===== src/ddds_pkg.sv =====
package ddds_pkg;

	localparam int unsigned ADDR_W = 5;

	localparam logic [ADDR_W-1:0] ADDR_CTRL   = 5'h00;
	localparam logic [ADDR_W-1:0] ADDR_CMD    = 5'h04;
	localparam logic [ADDR_W-1:0] ADDR_WDATA  = 5'h08;
	localparam logic [ADDR_W-1:0] ADDR_STATUS = 5'h0c;
	localparam logic [ADDR_W-1:0] ADDR_RDATA  = 5'h10;
	localparam logic [ADDR_W-1:0] ADDR_LEN    = 5'h14;

	localparam int unsigned CTRL_ITYPE_LSB = 0;
	localparam int unsigned CTRL_ECC_BIT   = 2;
	localparam int unsigned CTRL_IDX_BIT   = 3;
	localparam int unsigned CTRL_HARD_BIT  = 4;
	localparam int unsigned CTRL_HEAD_LSB  = 8;

	localparam int unsigned CMD_READ_BIT  = 0;
	localparam int unsigned CMD_WRITE_BIT = 1;
	localparam int unsigned CMD_ABORT_BIT = 2;

	localparam int unsigned STAT_BUSY_BIT   = 0;
	localparam int unsigned STAT_LOADED_BIT = 1;
	localparam int unsigned STAT_FOUND_BIT  = 2;
	localparam int unsigned STAT_EXTERNAL_CHECK_ERROR_BIT = 3;
	localparam int unsigned STAT_RVLD_BIT   = 4;
	localparam int unsigned STAT_WNEED_BIT  = 5;
	localparam int unsigned STAT_LINK_BIT   = 6;
	localparam int unsigned STAT_REVS_LSB   = 8;

	localparam logic [1:0] RESP_OKAY   = 2'h0;
	localparam logic [1:0] RESP_SLVERR = 2'h2;

	localparam logic [15:0] LEN_RESET = 16'h0200;

	localparam int unsigned CLK_PERIOD_NS      = 10;
	localparam int unsigned HLOAD_SAMPLE_CLKS  = 8;
	localparam int unsigned REFCLK_SETTLE_CLKS = 16;

	typedef enum logic [1:0] {
		DDDS_FLOPPY = 2'h0,
		DDDS_MFM    = 2'h1,
		DDDS_ESDI   = 2'h2
	} ddds_itype_t;

	localparam logic [1:0] ECC_IDLE  = 2'h0;
	localparam logic [1:0] ECC_RESET = 2'h1;
	localparam logic [1:0] ECC_GEN   = 2'h3;
	localparam logic [1:0] ECC_CHECK = 2'h2;

	localparam logic [1:0] MARK_INDEX  = 2'h0;
	localparam logic [1:0] MARK_NORMAL = 2'h2;

	typedef enum logic [6:0] {
		ST_IDLE  = 7'h01,
		ST_HLOAD = 7'h02,
		ST_HWAIT = 7'h04,
		ST_MARK  = 7'h08,
		ST_DATA  = 7'h10,
		ST_POST  = 7'h20,
		ST_END   = 7'h40
	} ddds_state_t;

	localparam int unsigned SYNC_N     = 7;
	localparam int unsigned SYNC_REF   = 0;
	localparam int unsigned SYNC_INDEX = 1;
	localparam int unsigned SYNC_MARK  = 2;
	localparam int unsigned SYNC_SC    = 3;
	localparam int unsigned SYNC_RD    = 4;
	localparam int unsigned SYNC_ERR   = 5;
	localparam int unsigned SYNC_RDY_N = 6;

endpackage


===== src/ddds_link_if.sv =====
`timescale 1ns/1ns
`default_nettype none

interface ddds_link_if;
	logic refclk;
	logic refclk_rise;
	logic index_rise;
	logic mark;
	logic mark_rise;
	logic sc;
	logic rd;
	logic err;
	logic ready_n;

	modport src (output refclk, refclk_rise, index_rise, mark, mark_rise, sc, rd, err, ready_n);
	modport dst (input refclk, refclk_rise, index_rise, mark, mark_rise, sc, rd, err, ready_n);
endinterface

`default_nettype wire


===== src/ddds_sync.sv =====
`timescale 1ns/1ns
`default_nettype none

module ddds_sync #(
	parameter int unsigned N = ddds_pkg::SYNC_N
) (
	input  wire logic         aclk,
	input  wire logic         aresetn,
	input  wire logic [N-1:0] raw,
	ddds_link_if.src          link
);
	typedef struct packed {
		logic [N-1:0] s1;
		logic [N-1:0] s2;
		logic         ref_d;
		logic         idx_d;
		logic         mark_d;
	} ddds_sync_t;

	ddds_sync_t q;
	ddds_sync_t d;

	// first stage feeds only the second stage
	always_comb begin
		d        = q;
		d.s1     = raw;
		d.s2     = q.s1;
		d.ref_d  = q.s2[ddds_pkg::SYNC_REF];
		d.idx_d  = q.s2[ddds_pkg::SYNC_INDEX];
		d.mark_d = q.s2[ddds_pkg::SYNC_MARK];
	end

	always_ff @(posedge aclk) begin
		if (!aresetn) begin
			q <= '0;
		end else begin
			q <= d;
		end
	end

	assign link.refclk      = q.s2[ddds_pkg::SYNC_REF];
	assign link.refclk_rise = q.s2[ddds_pkg::SYNC_REF] && !q.ref_d;
	assign link.index_rise  = q.s2[ddds_pkg::SYNC_INDEX] && !q.idx_d;
	assign link.mark        = q.s2[ddds_pkg::SYNC_MARK];
	assign link.mark_rise   = q.s2[ddds_pkg::SYNC_MARK] && !q.mark_d;
	assign link.sc          = q.s2[ddds_pkg::SYNC_SC];
	assign link.rd          = q.s2[ddds_pkg::SYNC_RD];
	assign link.err         = q.s2[ddds_pkg::SYNC_ERR];
	assign link.ready_n     = q.s2[ddds_pkg::SYNC_RDY_N];
endmodule

`default_nettype wire


===== src/ddds_top.sv =====
`timescale 1ns/1ns
`default_nettype none

module ddds_top #(
	parameter int unsigned POSTAMBLE_BITS = 16
) (
	input  wire logic                         aclk,
	input  wire logic                         aresetn,
	input  wire logic [ddds_pkg::ADDR_W-1:0]  s_axi_awaddr,
	input  wire logic                         s_axi_awvalid,
	output logic                              s_axi_awready,
	input  wire logic [31:0]                  s_axi_wdata,
	input  wire logic [3:0]                   s_axi_wstrb,
	input  wire logic                         s_axi_wvalid,
	output logic                              s_axi_wready,
	output logic [1:0]                        s_axi_bresp,
	output logic                              s_axi_bvalid,
	input  wire logic                         s_axi_bready,
	input  wire logic [ddds_pkg::ADDR_W-1:0]  s_axi_araddr,
	input  wire logic                         s_axi_arvalid,
	output logic                              s_axi_arready,
	output logic [31:0]                       s_axi_rdata,
	output logic [1:0]                        s_axi_rresp,
	output logic                              s_axi_rvalid,
	input  wire logic                         s_axi_rready,
	input  wire logic                         read_reference_clock,
	input  wire logic                         index_in,
	input  wire logic                         mark_found_in,
	input  wire logic                         seek_complete_in,
	input  wire logic                         serial_read_in,
	input  wire logic                         external_check_error,
	input  wire logic                         drive_ready_ack_n,
	output logic [3:0]                        head_number_out,
	output logic                              mark_control_out,
	output logic                              read_gate,
	output logic                              write_gate,
	output logic                              write_clock_out,
	output logic                              serial_write_out,
	output logic [1:0]                        external_check_control
);
	typedef struct packed {
		logic                        awready;
		logic                        wready;
		logic                        aw_ok;
		logic [ddds_pkg::ADDR_W-1:0] aw_addr;
		logic                        w_ok;
		logic [31:0]                 w_data;
		logic [3:0]                  w_strb;
		logic                        bvalid;
		logic [1:0]                  bresp;
		logic                        arready;
		logic                        rvalid;
		logic [31:0]                 rdata;
		logic [1:0]                  rresp;
		ddds_pkg::ddds_itype_t       itype;
		logic                        ecc_en;
		logic                        idx_sel;
		logic                        hard_sector_pulse_in;
		logic [3:0]                  head;
		logic [15:0]                 len;
		logic [7:0]                  wbuf;
		logic                        wneed;
		logic [7:0]                  rbuf;
		logic                        rvld;
		logic [7:0]                  shreg;
		logic [2:0]                  bitcnt;
		logic [15:0]                 bytes;
		logic [15:0]                 post;
		logic [3:0]                  wait_cnt;
		logic [4:0]                  rdy_cnt;
		ddds_pkg::ddds_state_t       st;
		logic                        op_wr;
		logic                        armed;
		logic                        loaded;
		logic                        found;
		logic                        ecc_bad;
		logic [7:0]                  revs;
		logic [3:0]                  hsel;
		logic                        mctl;
		logic                        rg;
		logic                        wg;
		logic                        wclk;
		logic                        wdat;
		logic [1:0]                  eccc;
	} ddds_regs_t;

	ddds_regs_t q;
	ddds_regs_t d;

	ddds_link_if link ();

	ddds_sync #(
		.N (ddds_pkg::SYNC_N)
	) u_sync (
		.aclk    (aclk),
		.aresetn (aresetn),
		.raw     ({drive_ready_ack_n, external_check_error, serial_read_in,
		             seek_complete_in, mark_found_in, index_in, read_reference_clock}),
		.link    (link.src)
	);

	function automatic logic reg_known(input logic [ddds_pkg::ADDR_W-1:0] a);
		reg_known = (a == ddds_pkg::ADDR_CTRL) || (a == ddds_pkg::ADDR_CMD) ||
		            (a == ddds_pkg::ADDR_WDATA) || (a == ddds_pkg::ADDR_STATUS) ||
		            (a == ddds_pkg::ADDR_RDATA) || (a == ddds_pkg::ADDR_LEN);
	endfunction

	// one step along 00-01-11-10-00 so decoders never see a glitch
	function automatic logic [1:0] gray_next(input logic [1:0] c);
		case (c)
			ddds_pkg::ECC_IDLE:  gray_next = ddds_pkg::ECC_RESET;
			ddds_pkg::ECC_RESET: gray_next = ddds_pkg::ECC_GEN;
			ddds_pkg::ECC_GEN:   gray_next = ddds_pkg::ECC_CHECK;
			default:             gray_next = ddds_pkg::ECC_IDLE;
		endcase
	endfunction

	logic        link_ok;
	logic        ecc_mode;
	logic        rise;
	logic        busy;
	logic        hit;
	logic        do_bit;
	logic [7:0]  cur;
	logic [7:0]  nsh;
	logic        start_rd;
	logic        start_wr;
	logic        abort;
	logic [31:0] status_w;

	always_comb begin
		d        = q;
		link_ok  = (q.rdy_cnt == 5'(ddds_pkg::REFCLK_SETTLE_CLKS)) && !link.ready_n;
		ecc_mode = q.ecc_en && (q.itype != ddds_pkg::DDDS_FLOPPY);
		rise     = link.refclk_rise;
		busy     = (q.st != ddds_pkg::ST_IDLE);
		start_rd = 1'b0;
		start_wr = 1'b0;
		abort    = 1'b0;
		status_w = 32'h0000_0000;
		status_w[ddds_pkg::STAT_BUSY_BIT]   = busy;
		status_w[ddds_pkg::STAT_LOADED_BIT] = q.loaded;
		status_w[ddds_pkg::STAT_FOUND_BIT]  = q.found;
		status_w[ddds_pkg::STAT_EXTERNAL_CHECK_ERROR_BIT] = q.ecc_bad;
		status_w[ddds_pkg::STAT_RVLD_BIT]   = q.rvld;
		status_w[ddds_pkg::STAT_WNEED_BIT]  = q.wneed;
		status_w[ddds_pkg::STAT_LINK_BIT]   = link_ok;
		status_w[ddds_pkg::STAT_REVS_LSB +: 8] = q.revs;

		// refclk is only trusted a settle time after the drive acknowledges
		if (link.ready_n) begin
			d.rdy_cnt = 5'h00;
		end else if (q.rdy_cnt != 5'(ddds_pkg::REFCLK_SETTLE_CLKS)) begin
			d.rdy_cnt = q.rdy_cnt + 5'h01;
		end

		// write channel: address and data may come in either order
		if (q.awready && s_axi_awvalid) begin
			d.aw_ok   = 1'b1;
			d.aw_addr = s_axi_awaddr;
		end
		if (q.wready && s_axi_wvalid) begin
			d.w_ok   = 1'b1;
			d.w_data = s_axi_wdata;
			d.w_strb = s_axi_wstrb;
		end
		if (q.bvalid && s_axi_bready) begin
			d.bvalid = 1'b0;
		end
		if (q.aw_ok && q.w_ok && !q.bvalid) begin
			d.aw_ok  = 1'b0;
			d.w_ok   = 1'b0;
			d.bvalid = 1'b1;
			d.bresp  = reg_known(q.aw_addr) ? ddds_pkg::RESP_OKAY : ddds_pkg::RESP_SLVERR;
			case (q.aw_addr)
				ddds_pkg::ADDR_CTRL: begin
					// mode bits frozen during an operation
					if (!busy && q.w_strb[0]) begin
						d.itype     = ddds_pkg::ddds_itype_t'(q.w_data[ddds_pkg::CTRL_ITYPE_LSB +: 2]);
						d.ecc_en    = q.w_data[ddds_pkg::CTRL_ECC_BIT];
						d.idx_sel   = q.w_data[ddds_pkg::CTRL_IDX_BIT];
						d.hard_sector_pulse_in = q.w_data[ddds_pkg::CTRL_HARD_BIT];
					end
					if (!busy && q.w_strb[1]) begin
						d.head = q.w_data[ddds_pkg::CTRL_HEAD_LSB +: 4];
					end
				end
				ddds_pkg::ADDR_CMD: begin
					if (q.w_strb[0]) begin
						start_rd = q.w_data[ddds_pkg::CMD_READ_BIT];
						start_wr = q.w_data[ddds_pkg::CMD_WRITE_BIT];
						abort    = q.w_data[ddds_pkg::CMD_ABORT_BIT];
					end
				end
				ddds_pkg::ADDR_WDATA: begin
					if (q.w_strb[0]) begin
						d.wbuf  = q.w_data[7:0];
						d.wneed = 1'b0;
					end
				end
				ddds_pkg::ADDR_LEN: begin
					if (!busy && q.w_strb[0]) d.len[7:0] = q.w_data[7:0];
					if (!busy && q.w_strb[1]) d.len[15:8] = q.w_data[15:8];
				end
				default: begin
				end
			endcase
		end
		d.awready = !d.aw_ok && !d.bvalid;
		d.wready  = !d.w_ok && !d.bvalid;

		// read channel, one outstanding read
		if (q.rvalid && s_axi_rready) begin
			d.rvalid  = 1'b0;
			d.arready = 1'b1;
		end
		if (q.arready && s_axi_arvalid) begin
			d.arready = 1'b0;
			d.rvalid  = 1'b1;
			d.rresp   = reg_known(s_axi_araddr) ? ddds_pkg::RESP_OKAY : ddds_pkg::RESP_SLVERR;
			case (s_axi_araddr)
				ddds_pkg::ADDR_CTRL: begin
					d.rdata = 32'h0000_0000;
					d.rdata[ddds_pkg::CTRL_ITYPE_LSB +: 2] = q.itype;
					d.rdata[ddds_pkg::CTRL_ECC_BIT]        = q.ecc_en;
					d.rdata[ddds_pkg::CTRL_IDX_BIT]        = q.idx_sel;
					d.rdata[ddds_pkg::CTRL_HARD_BIT]       = q.hard_sector_pulse_in;
					d.rdata[ddds_pkg::CTRL_HEAD_LSB +: 4]  = q.head;
				end
				ddds_pkg::ADDR_WDATA:  d.rdata = {24'h00_0000, q.wbuf};
				ddds_pkg::ADDR_STATUS: d.rdata = status_w;
				ddds_pkg::ADDR_RDATA: begin
					d.rdata = {24'h00_0000, q.rbuf};
					d.rvld  = 1'b0;
				end
				ddds_pkg::ADDR_LEN:    d.rdata = {16'h0000, q.len};
				default:               d.rdata = 32'h0000_0000;
			endcase
		end

		if (busy && link.index_rise && (q.revs != 8'hff)) begin
			d.revs = q.revs + 8'h01;
		end

		// in esdi hard-sectored mode the sector pulse replaces the mark handshake
		hit    = (q.itype == ddds_pkg::DDDS_ESDI && q.hard_sector_pulse_in) ? link.mark_rise : link.mark;
		do_bit = rise && ((q.st == ddds_pkg::ST_DATA) ||
		                  (q.st == ddds_pkg::ST_MARK && q.armed && hit));
		cur    = (q.bitcnt == 3'h0) ? q.wbuf : q.shreg;
		nsh    = q.op_wr ? {cur[6:0], 1'b0} : {q.shreg[6:0], link.rd};

		case (q.st)
			ddds_pkg::ST_IDLE: begin
				if (link_ok && (start_rd || start_wr)) begin
					d.op_wr    = start_wr;
					d.bytes    = q.len;
					d.revs     = 8'h00;
					d.found    = 1'b0;
					d.ecc_bad  = 1'b0;
					d.armed    = 1'b0;
					d.bitcnt   = 3'h0;
					d.wait_cnt = 4'h0;
					d.loaded   = 1'b0;
					d.st       = (q.itype == ddds_pkg::DDDS_FLOPPY) ? ddds_pkg::ST_HLOAD
					                                                : ddds_pkg::ST_MARK;
				end
			end
			ddds_pkg::ST_HLOAD: begin
				d.wait_cnt = q.wait_cnt + 4'h1;
				if (q.wait_cnt == 4'(ddds_pkg::HLOAD_SAMPLE_CLKS - 1)) begin
					d.loaded = link.sc;
					d.st     = link.sc ? ddds_pkg::ST_MARK : ddds_pkg::ST_HWAIT;
				end
			end
			ddds_pkg::ST_HWAIT: begin
				if (link.sc) begin
					d.loaded = 1'b1;
					d.st     = ddds_pkg::ST_MARK;
				end
			end
			ddds_pkg::ST_MARK: begin
				if (rise && !q.armed) begin
					d.armed = 1'b1;
					d.wg    = q.op_wr;
					// esdi searches for a mark with read gate still low
					d.rg    = !q.op_wr && (q.itype != ddds_pkg::DDDS_ESDI);
					d.mctl  = !(q.itype == ddds_pkg::DDDS_ESDI && q.hard_sector_pulse_in);
					if (ecc_mode) d.eccc = gray_next(q.eccc);
				end else if (do_bit) begin
					d.found = 1'b1;
					d.mctl  = 1'b0;
					d.rg    = !q.op_wr;
					if (ecc_mode) d.eccc = gray_next(q.eccc);
					d.st    = ddds_pkg::ST_DATA;
				end
			end
			ddds_pkg::ST_POST: begin
				if (rise) begin
					d.wdat = 1'b0;
					d.post = q.post + 16'h0001;
					if (q.post == 16'(POSTAMBLE_BITS - 1)) begin
						d.ecc_bad = ecc_mode && !q.op_wr && link.err;
						d.st      = ddds_pkg::ST_END;
					end
				end
			end
			ddds_pkg::ST_END: begin
				// ecc pair finishes its walk before the gates drop
				if (rise) begin
					if (ecc_mode && q.eccc != ddds_pkg::ECC_IDLE) begin
						d.eccc = gray_next(q.eccc);
					end else begin
						d.rg    = 1'b0;
						d.wg    = 1'b0;
						d.mctl  = 1'b0;
						d.wdat  = 1'b0;
						d.armed = 1'b0;
						d.st    = ddds_pkg::ST_IDLE;
					end
				end
			end
			default: begin
			end
		endcase

		// one bit cell per refclk rise; first cell rides on the mark found edge
		if (do_bit) begin
			d.shreg  = nsh;
			d.bitcnt = q.bitcnt + 3'h1;
			if (q.op_wr) begin
				d.wdat = cur[7];
				if (q.bitcnt == 3'h0) d.wneed = 1'b1;
			end
			if (q.bitcnt == 3'h7) begin
				if (!q.op_wr) begin
					d.rbuf = nsh;
					d.rvld = 1'b1;
				end
				d.bytes = q.bytes - 16'h0001;
				if (q.bytes <= 16'h0001) begin
					d.post = 16'h0000;
					if (ecc_mode) d.eccc = gray_next(d.eccc);
					d.st   = ddds_pkg::ST_POST;
				end
			end
		end

		if ((abort || link.ready_n) && busy && (q.st != ddds_pkg::ST_END)) begin
			d.st = ddds_pkg::ST_END;
		end

		if (!ecc_mode) begin
			d.eccc = (q.itype == ddds_pkg::DDDS_FLOPPY && q.idx_sel) ? ddds_pkg::MARK_INDEX
			                                                        : ddds_pkg::MARK_NORMAL;
		end else if (d.st == ddds_pkg::ST_IDLE) begin
			d.eccc = ddds_pkg::ECC_IDLE;
		end

		d.hsel[1:0] = q.head[1:0];
		d.hsel[2]   = (q.itype == ddds_pkg::DDDS_FLOPPY) ? (d.st != ddds_pkg::ST_IDLE) : q.head[2];
		d.hsel[3]   = (q.itype == ddds_pkg::DDDS_FLOPPY) ? 1'b0 : q.head[3];
		d.wclk      = (q.itype == ddds_pkg::DDDS_ESDI) && link_ok && !link.refclk;
	end

	always_ff @(posedge aclk) begin
		if (!aresetn) begin
			q         <= '0;
			q.st      <= ddds_pkg::ST_IDLE;
			q.itype   <= ddds_pkg::DDDS_FLOPPY;
			q.len     <= ddds_pkg::LEN_RESET;
			q.awready <= 1'b1;
			q.wready  <= 1'b1;
			q.arready <= 1'b1;
		end else begin
			q <= d;
		end
	end

	assign s_axi_awready          = q.awready;
	assign s_axi_wready           = q.wready;
	assign s_axi_bresp            = q.bresp;
	assign s_axi_bvalid           = q.bvalid;
	assign s_axi_arready          = q.arready;
	assign s_axi_rdata            = q.rdata;
	assign s_axi_rresp            = q.rresp;
	assign s_axi_rvalid           = q.rvalid;
	assign head_number_out        = q.hsel;
	assign mark_control_out       = q.mctl;
	assign read_gate              = q.rg;
	assign write_gate             = q.wg;
	assign write_clock_out        = q.wclk;
	assign serial_write_out       = q.wdat;
	assign external_check_control = q.eccc;
endmodule

`default_nettype wire


===== config.mk =====
export PLATFORM = sky130hd
export DESIGN_NAME = ddds_top
export DESIGN_NICKNAME = d
export VERILOG_FILES = /design/src/ddds_pkg.sv /design/src/ddds_link_if.sv /design/src/ddds_sync.sv /design/src/ddds_top.sv
export SDC_FILE = /design/constraint.sdc
export NUM_CORES = 1
export LEC_CHECK = 0
export BUFFER_PORTS_ARGS = -buffer_cell sky130_fd_sc_hd__buf_2
export CORE_MARGIN = 2
export CORE_UTILIZATION = 58
export DETAILED_ROUTE_END_ITERATION = 6
export GPL_ROUTABILITY_DRIVEN = 1
export PLACE_DENSITY_LB_ADDON = 0.12
export RECOVER_POWER = 50
export SLEW_MARGIN = 10
export SYNTH_ARGS = -nofsm -noshare
export SYNTH_HDL_FRONTEND = slang
export SYNTH_SLANG_ARGS = --single-unit
export TNS_END_PERCENT = 30

===== constraint.sdc =====
create_clock -name aclk -period 3.33 [get_ports aclk]
set_clock_uncertainty 0.1 [all_clocks]
set_input_delay 0 -clock aclk [delete_from_list [all_inputs] [get_ports aclk]]
set_output_delay 0 -clock aclk [all_outputs]
set_load 0.1 [all_outputs]

==> metrics.cfg, run 1 <==
[detailed_routing]
drt_pass1_iterations = 6
drc = 0
via_per_inst = 5.77
drtAntennaViolNets = 0
finalWirelength_um = 21800
routedWlPerCell_um = 16.6
vias = 7577
drtIter0Drc = 677

[synth]
yosys_warnings = 0
synthAdderAreaFrac = 0.0145
synth_area_um2 = 8650
synth.distinct_cells = 68
synth_area_leaders = dfxtp_1 (44%), nor2_1 (6.5%), a21oi_1 (5.7%), mux2i_1 (5.2%), nand2_1 (4.5%)
synth-edff-count = 0
synth_top_area_cell = dfxtp_1
yosysMostFrequentCell = dfxtp_1
postSynthAreaPerCell_um2 = 8.45
ys_seq_elements = 191
synth_top_area_frac = 0.442
synth_common_cells = dfxtp_1 (191), nor2_1 (151), nand2_1 (103)
synthCells = 1024
synth_xor_area_frac = 0.0263
synth-main-ff-cell = dfxtp_1
yosysSeqAreaShare = 0.442
synth-simple-area-share = 0.250
yosys-mux-area-fraction = 0.0599
synth_top_family_by_area = simple AND/OR/NAND/NOR gates
synth_compound_area_frac = 0.143
ys_async_sr_fraction = 0

[min_path]
hp-class = primary input to register
min_path_cells = 5

[clocking]
insertion_delay_ns = 0.43
cts_tree = yes
htree_levels = 4
cts_root_buffer = clkbuf_16
clk_path_buf_depth = 2
cts_made_buffers = 17
clock_sinks = 191
clk_pin_slew_ns = 0.07

[timing]
fin_crit_sh = 0.927
grt_setup_unrepaired = no
whs_ns = 0.0654
fin_ws_ns = 0.243
clock.fmax_mhz = 324
finalCriticalPeriod_ns = 3.09
finalSetupTns_ns = 0
relSlewSlack = -0.130
worst_pin_slew_ns = 1.69
maxSlewViolCount = 39
setup_viol = 0
hold_violations = 0

[power]
finalPower_mw = 5.32
power_density_nw_per_um2 = 530
irDropWorstVdd_mv = 0.474
leakagePower_nw = 3.91

[floorplanning]
start_util = 0.595
fp-row-count = 44
num_io_pins = 112
die_x_um = 126
die_area_um2 = 15900
die_h_um = 126
core_um2 = 14500

[finish]
fin_nets = 1188
num_antenna_cells = 0
fin_util = 0.690
fin_area_um2 = 10000
final_cells = 1313
fillCellCount = 1232
drive_above_1_share = 0.106
area_growth_pct = 15.9

[job]
max_cap_violations = 1

[setup_path]
crit_cells = 8
cp_max_fo = 20
worstPathRequired_ns = 3.55
worstPathCellList = or4_4, or4b_4, o21ai_2, buf_4, nand2_1, nor2_1, nor2_1, o21a_1
cp.arrival_ns = 3.31
rr_worst_depth = 8
slowest_delay_ns = 0.60
cp_common_cell = nor2_1
critPathKind = register to register
worstSetupEndpointType = register
crit_slowest_cell = or4_4
cp_top_family = simple AND/OR/NAND/NOR gates
critPathLaunchType = register
path_buf_inv = 1

[run_status]
violations = capacitance limit, slew limit
outcome = complete, but fails checks

[placement]
dpl-instance-area_um2 = 9060
preCtsSetupSlack_ns = 0.324
place_congestion = 0.927
dp.cells = 1239
portBuffers = 75
dp_hpwl_um = 15000

[grt]
grt_first_pass_wirelength_um = 35600
antenna_found_initial = 0
grt_pass1_vias = 7082
grt_max_degree = 47
grt_overflow = 0
grt_usage = 0.276

==> routing by layer <==
layer	up-vias	global-route usage	wire (µm)
met5	-	0	0
met4	0	0.0886	421
met3	28	0.0510	1200
met2	243	0.445	10100
met1	3566	0.378	10000
li1	3740	-	-
==> cell families (layout without fill, tap and decap cells) <==
family / count (synthesis) / count (layout)
AOI/OAI and AO/OA: 199 / 199
xor gates and xnor gates: 26 / 26
adders and majority gates: 10 / 10
buffers and inverters: 105 / 193
DFF: 191 / 191
muxes: 51 / 51
other: 1 / 18
and+or+nand+nor: 441 / 441
==> cell type report <==
type | instances | area (µm²) | area share
Timing Repair Buffer | 150 | 997 | 0.0994
Tap cell | 184 | 230 | 0.0229
Sequential cell | 191 | 3820 | 0.381
Inverter | 13 | 50.0 | 0.00499
Multi-Input combinational cell | 745 | 4350 | 0.433
Clock inverter | 11 | 133 | 0.0132
Clock buffer | 19 | 453 | 0.0451
==> cell usage in the layout, fill, tap and decap left out, types with 18 or more instances in the layout <==
cell type and instances:
dfxtp_1 191, nand4_1 18, nor2_1 151, o21ai_0 27, buf_2 40, nand2_1 103
buf_4 28, dlygate4sd3_1 44, a21oi_1 99, nor3_1 21, conb_1 18, mux2i_1 45
clkbuf_1 37, nand3_1 33
==> worst paths after layout <==
path	startpoint	end	slack, ns
max	q[24]	q[63]	0.24
min	s_axi_awvalid	q[207]	0.07
max reg2reg	q[24]	q[63]	0.24
min reg2reg	u_sync.d[9]	u_sync.link.ready_n	0.34
==> tightest hold or removal path: cells and delay by family <==
kind	cells	cell delay [ns]
buffers and inverters	2	0.25
and+or+nand+nor	3	0.29
==> where the power goes <==
| group | switching, mW | internal, mW |
|---|---|---|
| sequential | 0.0795 | 2.35 |
| combinational | 0.577 | 0.291 |
| clock | 0.869 | 1.15 |
| total | 1.53 | 3.79 |
==> timing repair <==
| action | CTS | global route |
|---|---|---|
| setup buffers | 0 | 0 |
| hold buffers | 44 | 0 |
| hold endpoints to repair | 39 | 0 |
| gates resized for setup | 0 | 0 |
==> registers in the layout, indices dropped and copies added (netlist names), 2 cells and up <==
register / count
q: 138
s_axi_rdata: 16
u_sync.d: 8
head_number_out: 4
u_sync.q: 3
d: 2
external_check_control: 2
Power figures use the tool's default switching activity.
==> inputs of run 2 (changes only) <==
- clock period: 3.33 -> 3.1 ns (I/O delays scaled with it)
==> run 2 against run 1 <==
Compared with the run above:
- the flow still finishes with violations (capacitance limit, slew limit)
- fmax increased by 5.9%
- global-route usage rose by 0.46 points
- sequential share of layout area hardly changed
- die area unchanged
==> metrics.cfg, run 2 (synthesis gave the netlist of run 1 again) <==
[setup_path]
rr_worst_depth = 8
cp.arrival_ns = 3.16
critPathKind = register to register
r2r_setup_slack_ns = 0.19
worstPathCellList = or4_4, or4b_4, o32ai_2, a211oi_1, or4_1, nor4bb_1, buf_4, o31ai_1
critPathLaunchType = register
r2r-end = external_check_control[1]
worstPathRequired_ns = 3.34
cp_max_fo = 6
crit_slowest_cell = or4_4
slowest_delay_ns = 0.57
worstSetupEndpointType = register
r2r_start = q[24]

[finish]
largest_reg_flops = 138
final_cells = 1321
top_register = q
num_antenna_cells = 0
fillCellCount = 1242
drive_above_1_share = 0.109
area_growth_pct = 15.9
fin_nets = 1194
mostFrequentLayoutCell = dfxtp_1
layout_common_cells = dfxtp_1 (191), nor2_1 (151), nand2_1 (103), a21oi_1 (99), mux2i_1 (45)

[placement]
preCtsSetupSlack_ns = 0.260
dp.cells = 1246
portBuffers = 75
place_congestion = 0.896
dp_hpwl_um = 15000

[clocking]
cts_resized = 0
cts_tree = yes
insertion_delay_ns = 0.44
cts_root_buffer = clkbuf_16
clk_path_buf_depth = 2
cts_made_buffers = 17
clk_pin_slew_ns = 0.07
htree_levels = 4
clock_sinks = 191

[power]
leakagePower_nw = 3.90
finalPower_mw = 5.64
power_density_nw_per_um2 = 562
irDropWorstVdd_mv = 0.561

[timing]
finalSetupTns_ns = 0
fin_ws_ns = 0.186
relSlewSlack = -0.165
finalCriticalPeriod_ns = 2.91
fin_crit_sh = 0.940
maxSlewViolCount = 160
worst_pin_slew_ns = 1.75
clock.fmax_mhz = 343
setup_viol = 0
hold_violations = 0
grt_setup_unrepaired = no

[grt]
grt_usage = 0.281
grt_first_pass_wirelength_um = 35900
grt_overflow = 0
grt_pass1_vias = 7078
antenna_found_initial = 1
grt_max_degree = 81

[floorplanning]
die_h_um = 126
num_io_pins = 112
core_um2 = 14500
die_x_um = 126
die_area_um2 = 15900
start_util = 0.595
fp-row-count = 44

[detailed_routing]
drc = 0
via_per_inst = 5.80
routedWlPerCell_um = 16.7
vias = 7665
drt_pass1_iterations = 5
drtAntennaViolNets = 0
finalWirelength_um = 22100
drtIter0Drc = 718

[job]
max_cap_violations = 3

[min_path]
worstHoldStart = s_axi_araddr[3]
min_path_cells = 6
hold_end = q[83]
hp-class = primary input to register

[run_status]
violations = capacitance limit, slew limit
outcome = complete, but fails checks

-- run 2: repair_timing --
action,in CTS,in global routing
endpoints found under the setup margin,0,0
endpoints found under the hold margin,40,0
buffers inserted,0,0
hold buffers,43,0
-- run 2: per-stage QoR --
step,hold WS (ns),util,area (µm²)
3_3_place_gp,0.109,0.627,9110
5_1_grt,0.118,0.690,10000
3_5_place_dp,0.108,0.627,9110
6_report,0.0569,0.690,10000
2_1_floorplan,0.0273,-,8720
4_1_cts,0.0347,0.694,10100
-- run 2: area by class of cell --
cell class / count / area (µm²) / area share
Clock buffer: 20 / 447 / 0.0445
Clock inverter: 12 / 104 / 0.0104
Inverter: 13 / 50.0 / 0.00499
Multi-Input combinational cell: 745 / 4350 / 0.434
Sequential cell: 191 / 3820 / 0.381
Tap cell: 184 / 230 / 0.0230
Timing Repair Buffer: 156 / 1030 / 0.102
-- run 2: how the worst max path moves through the flow --
stage	start	endpoint	slack, ns	cells after the start
after floorplan	s_axi_bvalid	external_check_control[1]	0.08	8
after global placement	q[24]	external_check_control[1]	0.28	8
after detailed placement	q[24]	read_gate	0.26	6
after CTS	q[24]	external_check_control[1]	0.21	8
after global routing	q[24]	read_gate	0.03	6
final	q[24]	external_check_control[1]	0.19	8
-- run 2: layer usage --
layer  vias to the layer above  GRT usage  part of all wire
met5                         -          0           0.00063
met4                         2     0.0944             0.019
met3                        35     0.0565             0.068
met2                       281      0.447              0.46
met1                      3599      0.384              0.45
li1                       3748          -                 -
-- run 2: where the power goes --
part | switching, mW | leakage, nW | internal (mW)
clock network | 0.984 | 0.260 | 1.07
logic | 0.636 | 2.09 | 0.344
registers | 0.0767 | 1.55 | 2.53
total | 1.70 | 3.90 | 3.94
-- run 2: critical path, delay by kind of cell, from the launching register on --
| kind | cells | cell delay, ns |
|---|---|---|
| AND/OR/NAND/NOR | 4 | 1.76 |
| AO/OA/AOI/OAI | 3 | 0.49 |
| flip-flops | 1 | 0.31 |
| buffers and inverters | 1 | 0.16 |
